## src/pkg/cctr_pkg.sv

```systemverilog
// Functional notes
// key code 11 unlocks protected register writes
// any other key code locks them
// kick code 01 restarts enabled watchdog
// kick codes 00, 10, 11 do nothing
// profile off: current and voltage ignore temperature
// profile on: adjust by thermistor zone
// over setpoint: fold back current, set flag
// setpoint 85C plus 5C per code, reset 6
// cool zone bit2: voltage minus 180mV/cell
// cool zone bit1: current halved, resets 1
// bit0 drives shipping mode, resets 0
// profile off: programmed voltage; on: zone settings
// setpoint codes above 9 clamp to 130C
`default_nettype none
package cctr_pkg;

  // ----------------------------------------------------------------
  // register map
  // ----------------------------------------------------------------
  localparam logic [7:0] CCTR_PROT_WDOG_OFFSET = 8'h1C;
  localparam logic [7:0] CCTR_THERM_SHIP_OFFSET = 8'h1D;
  localparam logic [7:0] CCTR_PROT_WDOG_RESET = 8'h00;
  localparam logic [7:0] CCTR_THERM_SHIP_RESET = 8'h32;
  localparam logic [7:0] CCTR_UNMAPPED_READ = 8'h00;

  // ----------------------------------------------------------------
  // field codes and decode constants
  // ----------------------------------------------------------------
  localparam logic [1:0] CCTR_KEY_UNLOCK = 2'h3;
  localparam logic [1:0] CCTR_KICK_CODE = 2'h1;
  localparam logic [3:0] CCTR_SETPOINT_MAX_CODE = 4'h9;
  localparam logic [7:0] CCTR_SETPOINT_BASE_C = 8'h55;
  localparam logic [7:0] CCTR_SETPOINT_STEP_C = 8'h05;
  localparam logic [7:0] CCTR_CV_COOL_DROP_MV_PER_CELL = 8'hB4;

  // ----------------------------------------------------------------
  // register layouts
  // ----------------------------------------------------------------
  typedef struct packed {
    logic spare_bit_high;
    logic [1:0] reserved;
    logic spare_bit_mid;
    logic [1:0] settings_write_key;
    logic [1:0] watchdog_kick_code;
  } cctr_prot_wdog_type;

  typedef struct packed {
    logic temp_profile_enable;
    logic [3:0] junction_temp_setpoint;
    logic cool_zone_voltage_reduce;
    logic cool_zone_current_halve;
    logic shipping_mode_enable;
  } cctr_therm_ship_type;

  // charge adjustments handed to the regulation loops
  typedef struct packed {
    logic cc_halve;
    logic cv_reduce;
    logic cv_from_zone_settings;
  } cctr_adjust_type;

endpackage
`default_nettype wire

```

## src/hw/cctr_regs.sv

```systemverilog
`timescale 1ns/1ps
`default_nettype none
module cctr_regs #(
  parameter int TEMP_W = 8,
  parameter int CC_W = 7
) (
  input wire logic clk,
  input wire logic rst_n,
  input wire logic ce,
  input wire logic reg_wr,
  input wire logic reg_rd,
  input wire logic [7:0] reg_addr,
  input wire logic [7:0] reg_wdata,
  output logic [7:0] reg_rdata,
  output logic reg_rvalid,
  input wire logic watchdog_enable,
  input wire logic [TEMP_W-1:0] die_temp_c,
  input wire logic cool_zone_pin,
  input wire logic [CC_W-1:0] fast_charge_current_setting,
  output logic settings_unlocked,
  output logic watchdog_restart,
  output logic thermal_regulation_flag,
  output logic current_foldback,
  output logic shipping_mode,
  output cctr_pkg::cctr_adjust_type adjust,
  output logic [CC_W-1:0] effective_charge_current
);

  // ----------------------------------------------------------------
  // address decode
  // ----------------------------------------------------------------
  // full eight-bit match, so no other address aliases onto the pair
  function automatic logic reg_hit(input logic [7:0] addr, input logic [7:0] offset);
    return addr == offset;
  endfunction

  cctr_pkg::cctr_prot_wdog_type pw_q;
  cctr_pkg::cctr_therm_ship_type ts_q;
  cctr_pkg::cctr_prot_wdog_type pw_wr;
  cctr_pkg::cctr_therm_ship_type ts_wr;
  // strobes only count with ce high, so a frozen block ignores the bus
  wire hit_pw = reg_hit(reg_addr, cctr_pkg::CCTR_PROT_WDOG_OFFSET);
  wire hit_ts = reg_hit(reg_addr, cctr_pkg::CCTR_THERM_SHIP_OFFSET);
  wire wr_pw = ce && reg_wr && hit_pw;
  wire wr_ts = ce && reg_wr && hit_ts;
  // write data viewed through each register layout
  assign pw_wr = cctr_pkg::cctr_prot_wdog_type'(reg_wdata);
  assign ts_wr = cctr_pkg::cctr_therm_ship_type'(reg_wdata);

  // unmapped reads give a fixed pattern rather than aliasing a register
  wire [7:0] rd_pw = pw_q;
  wire [7:0] rd_ts = ts_q;
  wire [7:0] rd_mux = hit_pw ? rd_pw : (hit_ts ? rd_ts : cctr_pkg::CCTR_UNMAPPED_READ);

  // ----------------------------------------------------------------
  // register storage
  // ----------------------------------------------------------------
  // every field is read/write, spare and reserved bits included
  always_ff @(posedge clk or negedge rst_n) begin
    if (!rst_n) begin
      pw_q <= cctr_pkg::CCTR_PROT_WDOG_RESET;
    end else if (wr_pw) begin
      pw_q <= pw_wr;
    end
  end

  // the fields of this one steer the thermal logic and the shipping mode output below
  always_ff @(posedge clk or negedge rst_n) begin
    if (!rst_n) begin
      ts_q <= cctr_pkg::CCTR_THERM_SHIP_RESET;
    end else if (wr_ts) begin
      ts_q <= ts_wr;
    end
  end

  // ----------------------------------------------------------------
  // field views
  // ----------------------------------------------------------------
  // named taps keep the thermal logic free of struct paths
  wire profile_on = ts_q.temp_profile_enable;
  wire [3:0] setpoint_code = ts_q.junction_temp_setpoint;
  wire cv_reduce_bit = ts_q.cool_zone_voltage_reduce;
  wire cc_halve_bit = ts_q.cool_zone_current_halve;
  wire ship_bit = ts_q.shipping_mode_enable;

  // answer one cycle after the strobe; a read beside a write sees the old value
  always_ff @(posedge clk or negedge rst_n) begin
    if (!rst_n) begin
      reg_rvalid <= 1'b0;
    end else if (ce) begin
      reg_rvalid <= reg_rd;
    end
  end

  // data holds until the next read, so a slow host can still pick it up
  always_ff @(posedge clk or negedge rst_n) begin
    if (!rst_n) begin
      reg_rdata <= 8'h00;
    end else if (ce && reg_rd) begin
      reg_rdata <= rd_mux;
    end
  end

  // ----------------------------------------------------------------
  // write protection and watchdog kick
  // ----------------------------------------------------------------
  // lock state follows the last key write, not the stored field alone
  wire key_ok = pw_wr.settings_write_key == cctr_pkg::CCTR_KEY_UNLOCK;
  wire kick = wr_pw && watchdog_enable &&
              (pw_wr.watchdog_kick_code == cctr_pkg::CCTR_KICK_CODE);

  // reset leaves the protected settings locked until a key arrives
  always_ff @(posedge clk or negedge rst_n) begin
    if (!rst_n) begin
      settings_unlocked <= 1'b0;
    end else if (wr_pw) begin
      settings_unlocked <= key_ok;
    end
  end

  // pulse of one ce-enabled cycle, held while ce is low; the timer itself lives outside this block
  always_ff @(posedge clk or negedge rst_n) begin
    if (!rst_n) begin
      watchdog_restart <= 1'b0;
    end else if (ce) begin
      watchdog_restart <= kick;
    end
  end

  // ----------------------------------------------------------------
  // thermistor zone synchroniser
  // ----------------------------------------------------------------
  // comparator output is asynchronous; first stage feeds only the second
  logic cool_meta_q;
  logic cool_sync_q;
  // first stage may go metastable; nothing but the second stage reads it
  always_ff @(posedge clk or negedge rst_n) begin
    if (!rst_n) begin
      cool_meta_q <= 1'b0;
    end else if (ce) begin
      cool_meta_q <= cool_zone_pin;
    end
  end

  // second stage is the only zone value the logic may use
  always_ff @(posedge clk or negedge rst_n) begin
    if (!rst_n) begin
      cool_sync_q <= 1'b0;
    end else if (ce) begin
      cool_sync_q <= cool_meta_q;
    end
  end

  // ----------------------------------------------------------------
  // junction temperature foldback
  // ----------------------------------------------------------------
  // the decoded threshold stays internal; only the compare result leaves,
  // so the regulation loop never sees a code it could misread
  logic over_thr;
  cctr_thermal #(
    .TEMP_W(TEMP_W)
  ) u_thermal (
    .setpoint_code(setpoint_code),
    .die_temp_c(die_temp_c),
    .threshold_c(),
    .over_threshold(over_thr)
  );

  // ----------------------------------------------------------------
  // temperature profile adjustments
  // ----------------------------------------------------------------
  // one gate for every zone adjustment keeps them on the same condition
  function automatic logic zone_gate(input logic zone, input logic enable_bit);
    return zone && enable_bit;
  endfunction

  // profile off forces every adjustment inactive regardless of zone
  wire cool_active = zone_gate(cool_sync_q, profile_on);
  cctr_pkg::cctr_adjust_type adj_d;
  assign adj_d = '{
    cc_halve: zone_gate(cool_active, cc_halve_bit),
    cv_reduce: zone_gate(cool_active, cv_reduce_bit),
    cv_from_zone_settings: profile_on
  };
  // halving by shift truncates odd codes downward, the safe direction
  wire [CC_W-1:0] cc_d = adj_d.cc_halve ?
                         (fast_charge_current_setting >> 1) :
                         fast_charge_current_setting;

  // ----------------------------------------------------------------
  // output registers
  // ----------------------------------------------------------------
  // flag and foldback share one compare, so they can never disagree
  always_ff @(posedge clk or negedge rst_n) begin
    if (!rst_n) begin
      thermal_regulation_flag <= 1'b0;
      current_foldback <= 1'b0;
    end else if (ce) begin
      thermal_regulation_flag <= over_thr;
      current_foldback <= over_thr;
    end
  end

  // plain copy of the bit; entry sequencing lives in the power stage
  always_ff @(posedge clk or negedge rst_n) begin
    if (!rst_n) begin
      shipping_mode <= 1'b0;
    end else if (ce) begin
      shipping_mode <= ship_bit;
    end
  end

  // adjustments lag the synchronised zone by one more edge
  always_ff @(posedge clk or negedge rst_n) begin
    if (!rst_n) begin
      adjust <= '0;
    end else if (ce) begin
      adjust <= adj_d;
    end
  end

  // follows the setting on every edge with ce high, so a new code needs no strobe
  always_ff @(posedge clk or negedge rst_n) begin
    if (!rst_n) begin
      effective_charge_current <= '0;
    end else if (ce) begin
      effective_charge_current <= cc_d;
    end
  end

endmodule
`default_nettype wire

```

## src/hw/cctr_thermal.sv

```systemverilog
`timescale 1ns/1ps
`default_nettype none
module cctr_thermal #(
  parameter int TEMP_W = 8
) (
  input wire logic [3:0] setpoint_code,
  input wire logic [TEMP_W-1:0] die_temp_c,
  output logic [TEMP_W-1:0] threshold_c,
  output logic over_threshold
);

  // ----------------------------------------------------------------
  // setpoint decode
  // ----------------------------------------------------------------
  // undefined codes clamp so the threshold is always a real temperature
  wire over_max = setpoint_code > cctr_pkg::CCTR_SETPOINT_MAX_CODE;
  wire [3:0] code_used = over_max ? cctr_pkg::CCTR_SETPOINT_MAX_CODE : setpoint_code;
  wire [7:0] step_sum = 8'(code_used * cctr_pkg::CCTR_SETPOINT_STEP_C);
  wire [7:0] thr8 = 8'(cctr_pkg::CCTR_SETPOINT_BASE_C + step_sum);

  assign threshold_c = TEMP_W'(thr8);
  // strictly greater than: sitting exactly at setpoint does not fold back
  assign over_threshold = die_temp_c > threshold_c;

endmodule
`default_nettype wire

```

## config.mk

```make
export PLATFORM = sky130hd
export DESIGN_NAME = cctr_regs
export DESIGN_NICKNAME = d
export VERILOG_FILES = /design/src/pkg/cctr_pkg.sv /design/src/hw/cctr_regs.sv /design/src/hw/cctr_thermal.sv
export SDC_FILE = /design/constraint.sdc
export NUM_CORES = 1
export LEC_CHECK = 0
export BUFFER_PORTS_ARGS = -buffer_cell sky130_fd_sc_hd__buf_2
export CAP_MARGIN = 10
export CORE_ASPECT_RATIO = 1.2
export CORE_MARGIN = 1.5
export CORE_UTILIZATION = 25
export CTS_BUF_LIST = sky130_fd_sc_hd__clkbuf_16
export CTS_CLUSTER_DIAMETER = 60
export CTS_CLUSTER_SIZE = 16
export DETAILED_ROUTE_END_ITERATION = 10
export HOLD_SLACK_MARGIN = 0.08
export PLACE_DENSITY_LB_ADDON = 0.05
export REMOVE_ABC_BUFFERS = 1
export SYNTH_ARGS = -nofsm -noshare
export SYNTH_HDL_FRONTEND = slang
export SYNTH_HIERARCHICAL = 1
export SYNTH_SLANG_ARGS = --single-unit
```

## constraint.sdc

```tcl
create_clock -name clk -period 5.9 [get_ports clk]
set_input_delay 0.295 -clock clk [delete_from_list [all_inputs] [get_ports clk]]
set_output_delay 0.295 -clock clk [all_outputs]
set_load 0.02 [all_outputs]
```

==> metrics.cfg, run 1 <==
[global_route]
grt_pass1_wl_mm=8.18
grt_max_degree=42
track_usage_pct=11.4
grt-ovfl-total=0
antenna_found_initial=0
grt_pass1_vias=1712

[power_and_ir_drop]
max-vdd-ir-drop_mv=0.119
total_power_mw=0.646
power.density_mw_per_mm2=238
power.leakage_nw=1.40

[cts]
cts_sinks=41
htree_levels=2
cts_setup_buffers=0
postCtsResizedCells=0
clockRootBuffer=clkbuf_16
hold_buffers=0
cts_buffers=5
clockBufferDepth=2
clk_pin_slew_ps=60
clock_latency_ps=280
cts_tree=done

[final_layout]
nets=303
insertedDiodeCount=0
drive_gt1_share_pct=40.0
area_growth_pct=26.0
instances_no_fill=364
utilization_pct=32.9

[detailed_routing]
drtIter0Drc=34
wirelength_mm=4.82
ant_nets=0
routedWlPerCell_um=13.2
viasPerCell=4.38
dr_total_vias=1596
dr.pass1.iters=4
drc=0

[worst_setup_path]
arrival_ps=3120
cp_top_family=adder cells
end_kind=flop
crit_fanout=7
crit_buf_inv=0
cp-start-kind=flop
critPathKind=reg2reg
slowest_delay_ps=430
cpMostUsedCell=ha_1
worstPathRequired_ps=6070
slowest_stage=dfrtp_1
crit_chain=or2_2 -> ha_1 -> ha_1 -> a21o_1 -> a21oi_2 -> nor2b_1 -> nor2_1 -> ha_1 -> a21oi_1 -> o21ai_0 -> o22a_1 -> mux2_2

[timing]
setup_violations=0
grt_setup_unrepaired=false
report.final.hold_viol_count=0
tns_ps=0
worst_pin_slew_ps=939
fmax_mhz=339
period_share_pct=50.0
finalMaxSlewViolations=0
final.min_clock_period_ps=2950
finClkSkew_ps=3.50
setup_ws_ps=2950
relSlewSlack_pct=37.4

[floorplanning]
start_util_pct=26.1
die_y_um=105
rows=36
die-area_mm2=0.00919
die_x_um=87.7
core_area_mm2=0.00824
io_pins=62

[placement]
dp_slack_ps=2930
hpwl_mm=3.64
routabilityCongestion=0.696
port_buffers=61
dp.cells=356

[logic_synthesis]
synth_warnings=6
avgSynthCellArea_um2=11.5
netlist_area_mm2=0.00215
synthesis.instances=188

[job]
max-cap-violations=0

[worst_hold_path]
hold_path_class=in2async

[outcome]
status=completed

==> layout by cell type, fill, tap and decap left out, drive strengths merged, types with 2 or more instances in the layout <==
cell type / n
inv: 11
o31ai: 8
or2: 3
xor2: 3
nor2: 8
clkbuf: 5
dfrtp: 38
buf: 61
o21ai: 6
nand4: 3
mux2i: 16
ha: 16
nand2: 13
nand3: 3
clkinv: 2
a21oi: 12
mux2: 21
dfstp: 3
nor2b: 5
==> flip-flops by register name, indices dropped and copies added (netlist names) <==
name / cells
effective_charge_current: 7
cool_sync_q: 1
watchdog_restart: 1
cv_reduce_bit: 1
profile_on: 1
reg_rdata: 8
shipping_mode: 1
pw_q: 8
ship_bit: 1
settings_unlocked: 1
cool_meta_q: 1
cc_halve_bit: 1
setpoint_code: 4
current_foldback: 1
adjust: 3
reg_rvalid: 1
==> per-stage QoR <==
stage          hold slack (ps)  cell area [µm²]
3_3_place_gp               458             2570
3_5_place_dp               467             2570
4_1_cts                    206             2710
5_1_grt                    240             2710
6_report                   153             2710
2_1_floorplan           -0.591             2120
==> routing by layer <==
layer | wire (µm) | share of wire, % | global-route usage [%] | vias up
met4 | 58 | 1.2 | 3.40 | 0
li1 | - | - | - | 785
met2 | 2430 | 50 | 20.0 | 38
met3 | 246 | 5.1 | 2.76 | 6
met1 | 2090 | 43 | 13.5 | 767
met5 | 0 | 0 | 0 | -
==> power by group <==
| group | switching, mW | internal [mW] | total [mW] |
|---|---|---|---|
| registers | 0.00676 | 0.293 | 0.300 |
| logic | 0.0462 | 0.0340 | 0.0802 |
| clock network | 0.111 | 0.155 | 0.266 |
==> cell type report <==
type,instances,area [µm²]
clock buffer,5,125
timing repair buffer,61,305
tap,114,143
sequential,41,1030
multi-input combinational,129,1050
clock inverter,3,17.5
fill,903,5530
inverter,11,41.3
==> final timing paths <==
path	to	start	depth (start not counted)	slack, ps
worst max-delay path	current_foldback	setpoint_code[3]	12	2950
worst min-delay path	reg_rdata[5]	rst_n	1	150
worst max register to register	current_foldback	setpoint_code[3]	12	2950
worst min register to register	reg_rdata[5]	reg_rdata[5]	2	480
max in group asynchronous	adjust[0]	rst_n	1	5160
min in group clk	effective_charge_current[6]	fast_charge_current_setting[6]	3	250
==> worst register-to-register path, cell delays in order, from the launching register on <==
cell     delay [ps]
dfrtp_1         430
or2_2           320
ha_1            280
ha_1            340
a21o_1          200
a21oi_2         160
nor2b_1          60
nor2_1          100
ha_1            260
a21oi_1         150
o21ai_0         110
o22a_1          180
mux2_2          250
Power figures use the tool's default switching activity.
==> run 2: changes to the inputs <==
==> constraint.sdc (replaced) <==
create_clock -name clk -period 2.7 [get_ports clk]
set_input_delay 0.135 -clock clk [delete_from_list [all_inputs] [get_ports clk]]
set_output_delay 0.135 -clock clk [all_outputs]
set_load 0.02 [all_outputs]
==> run 2 against run 1 <==
  * The run now ends with setup timing left
  * Die area unchanged
  * Non-clock buffer count is 15 higher
  * Clock-buffer cell count did not move
  * Highest routed layer unchanged
  * Utilization rose by 2.6 points
  * Maximum frequency grew 7.2%
  * Sequential power increased by 120%
  * Hold slack worse by 64 ps
  * Routed wire length is 3.7% higher
  * Worst setup slack got worse by 3000 ps
  * Largest power group is now the clock network
  * First-iteration DRC count down 35%
  * Clock skew up 2.5 ps
==> metrics.cfg, run 2 (synthesized netlist as in run 1, its figures left out) <==
[cts]
htree_levels=2  ; unchanged
clockBufferDepth=2  ; unchanged
cts_sinks=41  ; unchanged
clock_latency_ps=280  ; about the same
clk_pin_slew_ps=60  ; about the same
clockRootBuffer=clkbuf_16
cts_buffers=5  ; unchanged
cts_tree=done

[worst_hold_path]
hold_depth=3
hold_path_class=in2reg
hold_path_end=effective_charge_current[6]
holdCritStartpoint=fast_charge_current_setting[6]

[timing]
worst_pin_slew_ps=942  ; +2.98 ps
worst_hold_slack_ps=88.9  ; -64.2 ps
finalMaxSlewViolations=0  ; unchanged
fmax_mhz=363  ; +7.2%
grt_setup_unrepaired=true
final.min_clock_period_ps=2750  ; -199 ps
relSlewSlack_pct=37.2  ; -0.20 points
setup_violations=1  ; +1
report.final.hold_viol_count=0  ; unchanged
tns_ps=-52.6  ; -52.6 ps
period_share_pct=102  ; +52 points
finClkSkew_ps=6.05  ; +2.54 ps
setup_ws_ps=-52.6  ; -3000 ps

[floorplanning]
die-area_mm2=0.00919  ; unchanged
core_area_mm2=0.00824  ; unchanged
start_util_pct=26.1  ; unchanged
die_y_um=105  ; unchanged
io_pins=62  ; unchanged
rows=36  ; unchanged
die_x_um=87.7  ; unchanged

[detailed_routing]
viasPerCell=4.36  ; -0.59%
routedWlPerCell_um=13.2  ; -0.37%
dr_total_vias=1652  ; +3.5%
dr.pass1.iters=4  ; unchanged
drc=0  ; unchanged
wirelength_mm=5.00  ; +3.7%
drtIter0Drc=22  ; -35%
ant_nets=0  ; unchanged

[worst_setup_path]
critPathKind=reg2reg
cp-start-kind=flop
ff2ff_setup_slack_ps=-50  ; -3000 ps
crit_fanout=4  ; -3
worstPathRequired_ps=2860  ; -3210 ps
cpMostUsedCell=ha_4
crit_buf_inv=1  ; +1
reg2reg_depth=13  ; +1
arrival_ps=2920  ; -200 ps
end_kind=flop
slowest_stage=dfstp_2
r2r_end=current_foldback
setup.worst_path.start=setpoint_code[2]
crit_chain=o21ai_2 -> nand2b_1 -> inv_2 -> ha_4 -> ha_4 -> a21o_1 -> a21oi_2 -> xor2_1 -> ha_1 -> a21oi_1 -> o21ai_1 -> o22a_1 -> mux2_4
cp_top_family=compound AO/OA/AOI/OAI gates
slowest_delay_ps=560  ; +130 ps
timing.rr.start=setpoint_code[2]

[power_and_ir_drop]
switching_share_pct=23.9  ; -1.6 points
p_comb_share_pct=12.8  ; +0.4 points
power.leakage_nw=1.49  ; +6.2%
p_int_mw=1.16  ; +140%
seq_power_share_pct=43.0  ; -3.4 points
switching_power_mw=0.363  ; +120%
max-vdd-ir-drop_mv=0.248  ; +110%
clockPowerShare_pct=44.1  ; +2.9 points
power.density_mw_per_mm2=520  ; +120%

[outcome]
failed_checks=setup timing
status=finished, violations left

[global_route]
grt_max_degree=42  ; unchanged
track_usage_pct=12.1  ; +0.63 points
antenna_found_initial=0  ; unchanged
grt_pass1_vias=1710  ; -0.12%
grt-ovfl-total=0  ; unchanged
grt_pass1_wl_mm=8.52  ; +4.1%

[final_layout]
layout_commonest_cell=buf_2
insertedDiodeCount=0  ; unchanged
largestRegisters=pw_q: 8 flops, reg_rdata: 8 flops, effective_charge_current: 7 flops
drive_gt1_share_pct=45.3  ; +5.3 points
nets=318  ; +5.0%
final_cell_mix=61 x buf_2, 38 x dfrtp_1, 20 x mux2_2
area_growth_pct=35.8

[job]
max-cap-violations=0  ; unchanged

[placement]
port_buffers=61  ; unchanged
hpwl_mm=3.74  ; +2.7%
routabilityCongestion=0.692  ; -0.60%

[run 2: changes by cell type in the layout (fill, tap and decap cells not counted), sizes merged]
| cell | delta |
|---|---|
| buf | +14 |
| clkinv | -1 |
| inv | +1 |
| clkinvlp | -1 |
| bufinv | +1 |
| dlygate4sd3 | +1 |
[run 2: metal layers]
| metal | wire [µm] | up-vias | GRT usage, % |
|---|---|---|---|
| met1 | 2170 | 789 | 15.5 |
| li1 | - | 817 | - |
| met2 | 2560 | 39 | 19.7 |
| met5 | 0 | - | 0 |
| met3 | 192 | 7 | 2.61 |
| met4 | 77 | 0 | 4.08 |
[run 2: worst reg2reg max path, stage by stage (launching register included)]
cell,delay (ps)
dfstp_2,560
o21ai_2,50
nand2b_1,160
inv_2,80
ha_4,170
ha_4,240
a21o_1,170
a21oi_2,150
xor2_1,170
ha_1,260
a21oi_1,150
o21ai_1,90
o22a_1,170
mux2_4,250
[run 2: timing repair]
| item | CTS | global route |
|---|---|---|
| gates resized for setup | 13 | 1 |
| setup buffers | 3 | 0 |
| setup endpoints to repair | 1 | 1 |
| endpoints found under the hold margin | 38 | 0 |
| hold buffers | 1 | 0 |
| pin swaps | 14 | 0 |
[run 2: final cells by class]
| class | count | area (µm²) |
|---|---|---|
| Clock buffer | 5 | 125 |
| Multi-Input combinational cell | 129 | 1130 |
| Fill cell | 870 | 5320 |
| Clock inverter | 3 | 37.5 |
| Timing Repair Buffer | 76 | 420 |
| Sequential cell | 41 | 1030 |
| Tap cell | 114 | 143 |
| Inverter | 11 | 41.3 |
[run 2: how the worst max path moves through the flow]
stage                                  end  slack, ps  cells past startpoint
after CTS                 current_foldback        -70                     13
after global placement    current_foldback       -180                     13
after detailed placement  current_foldback       -220                     13
after floorplan           current_foldback        -60                     12
final                     current_foldback        -50                     13
after global routing      current_foldback       -250                     13
[run 2: power groups by stage]
stage	Combinational (mW)	Clock, mW	Sequential [mW]
final	0.195	0.671	0.655
after global routing	0.224	0.716	0.658
after CTS	0.201	0.693	0.655
after detailed placement	0.190	0	0.666
after global placement	0.189	0	0.665
after floorplan	0.0727	0	0.684
[run 2: through the flow]
step	instance area (µm²)	worst slack [ps]	std cells	util, %	power, mW
after detailed placement	2660	-216	368	32.3	0.856
after floorplan	2120	-60.2	181	-	0.757
after CTS	2920	-74.0	379	35.5	1.55
after global routing	2930	-250	379	35.5	1.60
final	2930	-52.6	379	35.5	1.52
after global placement	2660	-178	368	32.3	0.855
